File: src/include/stb_consts.vh
// Constants of the scan test bus transceiver
`ifndef STB_CONSTS_VH
`define STB_CONSTS_VH

// ----------------------------------------------------------------
// Register lengths
// ----------------------------------------------------------------
`define STB_IR_W        8
`define STB_BSR_W       44
`define STB_BCR_W       3
`define STB_ID_W        32
`define STB_SEC_W       9

// ----------------------------------------------------------------
// Reset and capture values
// ----------------------------------------------------------------
`define STB_IR_RESET    8'h81
`define STB_IR_CAPTURE  8'h81
`define STB_BCR_RESET   3'h2

// ----------------------------------------------------------------
// Opcodes, all of even parity
// ----------------------------------------------------------------
`define STB_OP_EXTEST   8'h00
`define STB_OP_SAMPLE   8'h82
`define STB_OP_IDCODE   8'h81
`define STB_OP_BYPASS   8'hff
`define STB_OP_FLOAT_OUTPUTS_INSTR    8'h06
`define STB_OP_CLAMP    8'h87
`define STB_OP_RUNT     8'h09
`define STB_OP_SCANCN   8'h0a

// ----------------------------------------------------------------
// Boundary-control operations
// ----------------------------------------------------------------
`define STB_BC_TOGGLE   3'h0
`define STB_BC_PSEUDO_RANDOM_PATTERN_GEN     3'h1
`define STB_BC_PSA      3'h2
`define STB_BC_COUNT    3'h3

// ----------------------------------------------------------------
// Boundary cell positions
// ----------------------------------------------------------------
`define STB_BSR_B1      0
`define STB_BSR_B2      9
`define STB_BSR_A1      18
`define STB_BSR_A2      27
`define STB_BSR_DIR1    36
`define STB_BSR_DIR2    37
`define STB_BSR_OEN1    38
`define STB_BSR_OEN2    39
`define STB_BSR_EB1     40
`define STB_BSR_EA1     41
`define STB_BSR_EB2     42
`define STB_BSR_EA2     43

`endif

File: src/rtl/stb_scan_xcvr.v
// Scan test bus transceiver: two 9-bit sections with boundary-scan test logic
`timescale 1ns/1ps
`default_nettype none
`include "stb_consts.vh"

// Overview of operation
// - Normal mode passes data uninverted A<->B, as two 9-bit or one 18-bit transceiver.
// - Each section has its own direction and output-enable inputs.
// - Enable low: direction low drives B onto A, high drives A onto B.
// - Enable high isolates the section, neither port driven.
// - TAP activity in normal mode leaves the data path unchanged.
// - Normal mode allows sampling pins without disturbing data; boundary self-test runs in test mode.
// - Test mode overrides the transceiver; boundary cells observe and control pins.
// - Test inputs sampled on test-clock rise, test output changes on fall.
// - Test-mode-select alone steers the TAP state machine.
// - Test data input feeds the instruction or selected data register.
// - Test data output presents that register's serial output while shifting.
// - Undriven test data input and mode select read as high.
// - Instruction register is 8 bits.
// - 44-cell boundary register and 3-bit boundary-control register selectable.
// - One-bit bypass and 32-bit identification registers.
// - Signature analysis on inputs, pseudo-random patterns on outputs.
// - Standard, clamp, float, toggle, count and identify instructions, even parity.
// - Reset state loads instruction 10000001 and boundary control 010.
// - Mode select held high reaches reset state within five test clocks.
// - Reset clears boundary cells 43 to 40, floating test-mode outputs.
// - Test output enables on first fall in shift, floats on first fall in exit.

module stb_scan_xcvr #(
  parameter [31:0] ID_CODE = 32'h0000_5a01  // Arbitrary identification value
) (
  input  wire                 clk_i,
  input  wire                 rst_i,
  input  wire                 ce_i,
  input  wire                 tck_i,
  input  wire                 tms_i,
  input  wire                 tdi_i,
  output reg                  tdo_o,
  output reg                  tdo_oe_o,
  input  wire                 sec1_dir_ctl_i,
  input  wire                 sec2_dir_ctl_i,
  input  wire                 sec1_out_en_n_i,
  input  wire                 sec2_out_en_n_i,
  input  wire [8:0]           sec1_a_port_i,
  output wire [8:0]           sec1_a_port_o,
  output wire [8:0]           sec1_a_port_oe_o,
  input  wire [8:0]           sec1_b_port_i,
  output wire [8:0]           sec1_b_port_o,
  output wire [8:0]           sec1_b_port_oe_o,
  input  wire [8:0]           sec2_a_port_i,
  output wire [8:0]           sec2_a_port_o,
  output wire [8:0]           sec2_a_port_oe_o,
  input  wire [8:0]           sec2_b_port_i,
  output wire [8:0]           sec2_b_port_o,
  output wire [8:0]           sec2_b_port_oe_o
);

  // ----------------------------------------------------------------
  // TAP states
  // ----------------------------------------------------------------
  localparam [15:0] S_TLR = 16'h0001;
  localparam [15:0] S_RTI = 16'h0002;
  localparam [15:0] S_SDS = 16'h0004;
  localparam [15:0] S_CDR = 16'h0008;
  localparam [15:0] S_SHD = 16'h0010;
  localparam [15:0] S_E1D = 16'h0020;
  localparam [15:0] S_PD  = 16'h0040;
  localparam [15:0] S_E2D = 16'h0080;
  localparam [15:0] S_UPD = 16'h0100;
  localparam [15:0] S_SIS = 16'h0200;
  localparam [15:0] S_CIR = 16'h0400;
  localparam [15:0] S_SHI = 16'h0800;
  localparam [15:0] S_E1I = 16'h1000;
  localparam [15:0] S_PI  = 16'h2000;
  localparam [15:0] S_E2I = 16'h4000;
  localparam [15:0] S_UPI = 16'h8000;

  // ----------------------------------------------------------------
  // Functions
  // ----------------------------------------------------------------
  function [15:0] tap_next;
    input [15:0] s;
    input        m;
    begin
      case (s)
        S_TLR:   tap_next = m ? S_TLR : S_RTI;
        S_RTI:   tap_next = m ? S_SDS : S_RTI;
        S_SDS:   tap_next = m ? S_SIS : S_CDR;
        S_CDR:   tap_next = m ? S_E1D : S_SHD;
        S_SHD:   tap_next = m ? S_E1D : S_SHD;
        S_E1D:   tap_next = m ? S_UPD : S_PD;
        S_PD:    tap_next = m ? S_E2D : S_PD;
        S_E2D:   tap_next = m ? S_UPD : S_SHD;
        S_UPD:   tap_next = m ? S_SDS : S_RTI;
        S_SIS:   tap_next = m ? S_TLR : S_CIR;
        S_CIR:   tap_next = m ? S_E1I : S_SHI;
        S_SHI:   tap_next = m ? S_E1I : S_SHI;
        S_E1I:   tap_next = m ? S_UPI : S_PI;
        S_PI:    tap_next = m ? S_E2I : S_PI;
        S_E2I:   tap_next = m ? S_UPI : S_SHI;
        S_UPI:   tap_next = m ? S_SDS : S_RTI;
        default: tap_next = S_TLR;
      endcase
    end
  endfunction

  // Maximal-length x^18 + x^11 + 1 step, shared by signature and pattern modes
  function [17:0] lfsr18;
    input [17:0] x;
    begin
      lfsr18 = {x[16:0], x[17] ^ x[10]};
    end
  endfunction

  // ----------------------------------------------------------------
  // Pin synchronisers
  // ----------------------------------------------------------------
  reg  [2:0]  tap_s1_q;
  reg  [2:0]  tap_s2_q;
  reg         tck_d3_q;
  reg  [39:0] pin_s1_q;
  reg  [39:0] pin_s2_q;
  wire [39:0] pin_raw;
  wire        tck_s;
  wire        tms_s;
  wire        tdi_s;
  wire        tck_rise;
  wire        tck_fall;

  assign pin_raw = {sec2_out_en_n_i, sec1_out_en_n_i, sec2_dir_ctl_i, sec1_dir_ctl_i,
                    sec2_a_port_i, sec1_a_port_i, sec2_b_port_i, sec1_b_port_i};

  always @(posedge clk_i) begin
    if (rst_i) begin
      tap_s1_q <= 3'h6;
      tap_s2_q <= 3'h6;
      tck_d3_q <= 1'b0;
      pin_s1_q <= 40'h00_0000_0000;
      pin_s2_q <= 40'h00_0000_0000;
    end else if (ce_i) begin
      tap_s1_q <= {tms_i, tdi_i, tck_i};
      tap_s2_q <= tap_s1_q;
      tck_d3_q <= tap_s2_q[0];
      pin_s1_q <= pin_raw;
      pin_s2_q <= pin_s1_q;
    end
  end

  assign tck_s    = tap_s2_q[0];
  assign tdi_s    = tap_s2_q[1];
  assign tms_s    = tap_s2_q[2];
  assign tck_rise = ce_i & tck_s & ~tck_d3_q;
  assign tck_fall = ce_i & ~tck_s & tck_d3_q;

  // ----------------------------------------------------------------
  // TAP controller
  // ----------------------------------------------------------------
  reg  [15:0] state_q;

  // Five rises with mode select high always land in reset from any state
  always @(posedge clk_i) begin
    if (rst_i) begin
      state_q <= S_TLR;
    end else if (tck_rise) begin
      state_q <= tap_next(state_q, tms_s);
    end
  end

  // ----------------------------------------------------------------
  // Test registers
  // ----------------------------------------------------------------
  reg  [`STB_IR_W-1:0]  ir_sh_q;
  reg  [`STB_IR_W-1:0]  ir_q;
  reg  [`STB_BSR_W-1:0] bsr_sh_q;
  reg  [`STB_BSR_W-1:0] bsr_up_q;
  reg  [`STB_BCR_W-1:0] bcr_sh_q;
  reg  [`STB_BCR_W-1:0] bcr_q;
  reg                   byp_q;
  reg  [`STB_ID_W-1:0]  id_sh_q;
  reg                   sel_bsr;
  reg                   sel_bcr;
  reg                   sel_id;
  reg                   test_mode;
  reg                   float_outputs_instr;
  reg                   dr_lsb;
  wire                  in_shd;
  wire                  in_shi;
  wire [17:0]           b_cells;
  wire [17:0]           a_cells;

  assign in_shd  = (state_q == S_SHD);
  assign in_shi  = (state_q == S_SHI);
  assign b_cells = bsr_up_q[`STB_BSR_A1-1:`STB_BSR_B1];
  assign a_cells = bsr_up_q[`STB_BSR_DIR1-1:`STB_BSR_A1];

  // Unknown opcodes fall back to bypass so a chain never breaks
  always @* begin
    sel_bsr             = 1'b0;
    sel_bcr             = 1'b0;
    sel_id              = 1'b0;
    test_mode           = 1'b0;
    float_outputs_instr = 1'b0;
    case (ir_q)
      `STB_OP_EXTEST: begin
        sel_bsr   = 1'b1;
        test_mode = 1'b1;
      end
      `STB_OP_SAMPLE: sel_bsr = 1'b1;
      `STB_OP_IDCODE: sel_id = 1'b1;
      `STB_OP_SCANCN: sel_bcr = 1'b1;
      `STB_OP_FLOAT_OUTPUTS_INSTR: begin
        test_mode           = 1'b1;
        float_outputs_instr = 1'b1;
      end
      `STB_OP_CLAMP: test_mode = 1'b1;
      `STB_OP_RUNT:  test_mode = 1'b1;
      default: sel_bsr = 1'b0;
    endcase
  end

  always @* begin
    if (sel_bsr) begin
      dr_lsb = bsr_sh_q[0];
    end else if (sel_bcr) begin
      dr_lsb = bcr_sh_q[0];
    end else if (sel_id) begin
      dr_lsb = id_sh_q[0];
    end else begin
      dr_lsb = byp_q;
    end
  end

  // Capture and shift on the rising edge
  always @(posedge clk_i) begin
    if (rst_i) begin
      ir_sh_q  <= `STB_IR_RESET;
      bsr_sh_q <= {`STB_BSR_W{1'b0}};
      bcr_sh_q <= `STB_BCR_RESET;
      byp_q    <= 1'b0;
      id_sh_q  <= ID_CODE;
    end else if (tck_rise) begin
      if (state_q == S_CIR) begin
        ir_sh_q <= `STB_IR_CAPTURE;
      end else if (in_shi) begin
        ir_sh_q <= {tdi_s, ir_sh_q[`STB_IR_W-1:1]};
      end
      if (state_q == S_CDR) begin
        bsr_sh_q <= {bsr_up_q[`STB_BSR_W-1:`STB_BSR_EB1], pin_s2_q};
        bcr_sh_q <= bcr_q;
        byp_q    <= 1'b0;
        id_sh_q  <= ID_CODE;
      end else if (in_shd) begin
        if (sel_bsr) begin
          bsr_sh_q <= {tdi_s, bsr_sh_q[`STB_BSR_W-1:1]};
        end else if (sel_bcr) begin
          bcr_sh_q <= {tdi_s, bcr_sh_q[`STB_BCR_W-1:1]};
        end else if (sel_id) begin
          id_sh_q <= {tdi_s, id_sh_q[`STB_ID_W-1:1]};
        end else begin
          byp_q <= tdi_s;
        end
      end
    end
  end

  // Instruction and boundary-control shadows
  always @(posedge clk_i) begin
    if (rst_i) begin
      ir_q  <= `STB_IR_RESET;
      bcr_q <= `STB_BCR_RESET;
    end else if (ce_i && state_q == S_TLR) begin
      ir_q  <= `STB_IR_RESET;
      bcr_q <= `STB_BCR_RESET;
    end else if (tck_fall) begin
      if (state_q == S_UPI) begin
        ir_q <= ir_sh_q;
      end
      if (state_q == S_UPD && sel_bcr) begin
        bcr_q <= bcr_sh_q;
      end
    end
  end

  // Boundary update cells; self-test runs in Run-Test/Idle on each rise
  always @(posedge clk_i) begin
    if (rst_i) begin
      bsr_up_q <= {`STB_BSR_W{1'b0}};
    end else if (ce_i && state_q == S_TLR) begin
      bsr_up_q[`STB_BSR_W-1:`STB_BSR_EB1] <= 4'h0;
    end else if (tck_fall && state_q == S_UPD && sel_bsr) begin
      bsr_up_q <= bsr_sh_q;
    end else if (tck_rise && state_q == S_RTI && ir_q == `STB_OP_RUNT) begin
      case (bcr_q)
        `STB_BC_PSA:
          bsr_up_q[`STB_BSR_DIR1-1:`STB_BSR_A1] <=
            lfsr18(a_cells) ^ pin_s2_q[`STB_BSR_DIR1-1:`STB_BSR_A1];
        `STB_BC_PSEUDO_RANDOM_PATTERN_GEN:
          bsr_up_q[`STB_BSR_A1-1:`STB_BSR_B1] <= lfsr18(b_cells);
        `STB_BC_COUNT:
          bsr_up_q[`STB_BSR_A1-1:`STB_BSR_B1] <= b_cells + 18'h00001;
        `STB_BC_TOGGLE: begin
          bsr_up_q[`STB_BSR_A1-1:`STB_BSR_B1]   <= ~b_cells;
          bsr_up_q[`STB_BSR_DIR1-1:`STB_BSR_A1] <=
            pin_s2_q[`STB_BSR_DIR1-1:`STB_BSR_A1];
        end
        default: bsr_up_q <= bsr_up_q;
      endcase
    end
  end

  // ----------------------------------------------------------------
  // Test data output, changed only on falling edges
  // ----------------------------------------------------------------
  always @(posedge clk_i) begin
    if (rst_i) begin
      tdo_o    <= 1'b0;
      tdo_oe_o <= 1'b0;
    end else if (tck_fall) begin
      tdo_oe_o <= in_shi | in_shd;
      tdo_o    <= in_shi ? ir_sh_q[0] : dr_lsb;
    end
  end

  // ----------------------------------------------------------------
  // Transceiver data path
  // ----------------------------------------------------------------
  // Normal mode is pure gating on the pins so the test clock never adds latency
  wire       n1_en;
  wire       n2_en;
  wire [8:0] t1_a_en;
  wire [8:0] t1_b_en;
  wire [8:0] t2_a_en;
  wire [8:0] t2_b_en;

  assign n1_en   = ~sec1_out_en_n_i;
  assign n2_en   = ~sec2_out_en_n_i;
  assign t1_a_en = {9{bsr_up_q[`STB_BSR_EA1] & ~float_outputs_instr}};
  assign t1_b_en = {9{bsr_up_q[`STB_BSR_EB1] & ~float_outputs_instr}};
  assign t2_a_en = {9{bsr_up_q[`STB_BSR_EA2] & ~float_outputs_instr}};
  assign t2_b_en = {9{bsr_up_q[`STB_BSR_EB2] & ~float_outputs_instr}};

  assign sec1_a_port_o    = test_mode ? a_cells[8:0]  : sec1_b_port_i;
  assign sec1_b_port_o    = test_mode ? b_cells[8:0]  : sec1_a_port_i;
  assign sec2_a_port_o    = test_mode ? a_cells[17:9] : sec2_b_port_i;
  assign sec2_b_port_o    = test_mode ? b_cells[17:9] : sec2_a_port_i;
  assign sec1_a_port_oe_o = test_mode ? t1_a_en : {9{n1_en & ~sec1_dir_ctl_i}};
  assign sec1_b_port_oe_o = test_mode ? t1_b_en : {9{n1_en & sec1_dir_ctl_i}};
  assign sec2_a_port_oe_o = test_mode ? t2_a_en : {9{n2_en & ~sec2_dir_ctl_i}};
  assign sec2_b_port_oe_o = test_mode ? t2_b_en : {9{n2_en & sec2_dir_ctl_i}};

endmodule // stb_scan_xcvr

`default_nettype wire

File: config.mk
export PLATFORM = sky130hd
export DESIGN_NAME = stb_scan_xcvr
export DESIGN_NICKNAME = d
export VERILOG_FILES = /design/src/rtl/stb_scan_xcvr.v
export VERILOG_INCLUDE_DIRS = /design/src /design/src/include
export SDC_FILE = /design/constraint.sdc
export NUM_CORES = 1
export LEC_CHECK = 0
export ABC_AREA = 1
export BUFFER_PORTS_ARGS = -buffer_cell sky130_fd_sc_hd__buf_4
export CELL_PAD_IN_SITES_DETAIL_PLACEMENT = 1
export CELL_PAD_IN_SITES_GLOBAL_PLACEMENT = 1
export CORE_ASPECT_RATIO = 2
export CORE_UTILIZATION = 45
export DETAILED_ROUTE_END_ITERATION = 16
export PLACE_DENSITY = 0.81
export SYNTH_ARGS = -nofsm -noshare
export SYNTH_HDL_FRONTEND = slang
export SYNTH_SLANG_ARGS = --single-unit
export TNS_END_PERCENT = 50
File: constraint.sdc
create_clock -name clk_i -period 5.7 [get_ports clk_i]
set_clock_uncertainty 0.2 [all_clocks]
set_input_delay 0.285 -clock clk_i [delete_from_list [all_inputs] [get_ports clk_i]]
set_output_delay 0.285 -clock clk_i [all_outputs]
set_load 0.01 [all_outputs]
==> results.sh <==
export IMPL_area_growth_pct=14.3
export IMPL_ant_nets=0
export IMPL_finalInstanceArea_um2=14100
export IMPL_synth_top_cell_area_share_pct=39.7
export IMPL_syn_area_um2=12300
export IMPL_multi_input_area_um2=6080
export IMPL_overflow=0
export IMPL_critPathCaptureType="output pin"
export IMPL_cts_resized=0
export IMPL_cts_max_level=1
export IMPL_tritoncts="built"
export IMPL_final_util_pct=52.3
export IMPL_detail_route_wl_per_cell_um=18.1
export IMPL_fin_setup_tns_ns=0
export IMPL_internal_power_mw=2.66
export IMPL_min_period_ns=3.87
export IMPL_die_y_um=236
export IMPL_rsz0062_at_grt="no"
export IMPL_synth_area_leader_cell="dfxtp_1"
export IMPL_grt_antenna_before_repair=1
export IMPL_fin_cells=2295
export IMPL_dpl_worst_slack_ns=1.95
export IMPL_top_level_ports=120
export IMPL_path_max_fanout=13
export IMPL_row_count=85
export IMPL_max_freq_ghz=0.258
export IMPL_dieArea_um2=28100
export IMPL_ys_ff_latch=244
export IMPL_num_vias=12500
export IMPL_switching_power_mw=0.875
export IMPL_dpl_cell_area_um2=13000
export IMPL_fp_dieW_um=119
export IMPL_drt_total_wl_mm=41.6
export IMPL_slew_viol_final=0
export IMPL_viasPerCell=5.45
export IMPL_area_sequential_um2=4880
export IMPL_post_cts_buffers=0
export IMPL_ys_types=37
export IMPL_clkPwrFrac_pct=41.9
export IMPL_grt_max_degree=101
export IMPL_worstSetupPathType="reg -> out"
export IMPL_relSlewSlack_pct=26.1
export IMPL_synth_edf_count=0
export IMPL_clock_sinks=244
export IMPL_final_layout_size_suffix_gt1_share_pct=10.3
export IMPL_cts_buffers=23
export IMPL_synth_area_top_cells="dfxtp_1, nand2_1, nor2_1"
export IMPL_drt_iter0_drc=653
export IMPL_met1_usage_pct=29.5
export IMPL_final_common_cell="nand2_1"
export IMPL_synth_yosys_warnings=0
export IMPL_fillers=3613
export IMPL_clk_latency_ns=0.54
export IMPL_top_usage_layer="met2"
export IMPL_grt_usage_pct=30.0
export IMPL_cts_hold_buffers=43
export IMPL_cp_arrival_ns=3.38
export IMPL_fin_crit_sh_pct=67.9
export IMPL_hpwl_mm=27.8
export IMPL_gp_congestion=0.862
export IMPL_placed_cells=2212
export IMPL_port_buffers=119
export IMPL_drc=0
export IMPL_initial_core_util_pct=45.7
export IMPL_worst_setup_path_start_kind="register"
export IMPL_grt_pass1_wl_mm=67.4
export IMPL_comb_power_share_pct=8.1
export IMPL_hold_viol=0
export IMPL_setup_viol=0
export IMPL_hold_path_class="in -> reg"
export IMPL_synthArstFlopShare_pct=0
export IMPL_crit_required_ns=5.22
export IMPL_p_leak_nw=6.27
export IMPL_power_total_mw=3.53
export IMPL_syn_num_nets=1918
export IMPL_core_um2=26900
export IMPL_hold_slack_ns=0.0520
export IMPL_ys_flop_type="dfxtp_1"
export IMPL_outcome="finished clean"
export IMPL_final_nets=1979
export IMPL_ys_seq_area_share_pct=39.7
export IMPL_use_met3_pct=3.53
export IMPL_met2_usage_pct=59.3
export IMPL_drt_pass1_iterations=5
export IMPL_clk_pin_slew_ns=0.07
export IMPL_final_cell_mix="nand2_1, nor2_1, dfxtp_1"
export IMPL_cts_max_path_buffers=3
export IMPL_root_buffer="clkbuf_16"
export IMPL_netlist_instances=1871
export IMPL_drv_cap=0
export IMPL_grt_pass1_vias=13300
export IMPL_power_density_nw_per_um2=251
export IMPL_seqPwrFrac_pct=50.0
export IMPL_sw_frac_of_total_pct=24.8
export IMPL_worst_pin_slew_ns=1.10
export IMPL_vdd_drop_max_mv=0.254
export IMPL_avgSynthCellArea_um2=6.58
export IMPL_setup_ws_ns=1.83
-- logic make-up after synthesis --
logic type,Yosys count,share of synthesized area (%)
and+or+nand+nor,927,31.4
DFF,244,39.7
AOI/OAI and AO/OA,392,16.6
adders and majority gates,1,0.102
buffers and inverters,289,11.0
xor gates and xnor gates,18,1.28
-- flip-flops by register name, summed over array words and instances (netlist names) --
signal / count
tap_s2_q: 3
tdo_oe_o: 1
ir_sh_q: 8
byp_q: 1
state_q: 16
tdo_o: 1
bsr_up_q: 40
tap_s1_q: 3
id_sh_q: 32
ir_q: 8
tck_d3_q: 1
pin_s1_q: 40
bcr_q: 3
bcr_sh_q: 3
pin_s2_q: 40
bsr_sh_q: 44
-- synthesized netlist by cell type (3+ instances only) --
cell / number
nand4_1: 8
o22ai_1: 7
nor2_4: 4
buf_1: 3
buf_4: 39
o21ai_0: 237
nor3_1: 14
inv_2: 7
nand3b_1: 30
nand2_1: 444
nor2_2: 6
clkbuf_1: 64
buf_6: 13
dfxtp_1: 244
nand3_1: 65
o21ai_2: 3
nor2_1: 339
o21ai_1: 17
a21oi_1: 106
o211ai_1: 13
nand2_2: 6
buf_2: 18
inv_1: 145
o221ai_1: 3
xor2_1: 18
-- metal layers --
metal	wire length [um]	vias to the layer above
li1	-	6052
met1	15400	6136
met2	23100	212
met3	1100	104
met4	2030	0
met5	0	-
-- power by group through the flow --
stage	combinational [mW]	clock (mW)	sequential (mW)
2_1_floorplan	0.158	0	1.80
3_3_place_gp	0.250	0	1.80
3_5_place_dp	0.257	0	1.80
4_1_cts	0.282	1.51	1.77
5_1_grt	0.313	1.58	1.77
6_report	0.286	1.48	1.77
-- critical path, stage by stage (launching register included) --
cell	delay, ns
dfxtp_1	0.39
inv_1	0.06
nand3_1	0.15
nor2_1	0.08
inv_1	0.10
nand3_1	0.22
nor2_4	0.33
inv_1	0.13
or2_2	0.30
o21ai_0	0.82
buf_4	0.27
-- worst paths after layout --
path / startpoint / end / slack (ns) / depth (start not counted)
worst min register to register: ir_q[5] / ir_q[5] / 0.25 / 2
worst max register to register: state_q[14] / bsr_sh_q[26] / 2.32 / 10
worst min-delay path: rst_i / state_q[13] / 0.05 / 2
worst max-delay path: ir_q[7] / sec1_a_port_oe_o[4] / 1.83 / 10
-- layout make-up --
cell class | instances | share of cell area, %
Clock inverter | 5 | 0.205
Antenna cell | 1 | 0.0178
Clock buffer | 34 | 4.67
Multi-Input combinational cell | 1338 | 43.2
Timing Repair Buffer | 173 | 10.0
Tap cell | 348 | 3.09
Inverter | 152 | 4.08
Sequential cell | 244 | 34.7
Note: power is estimated with default switching activity, not from simulation.
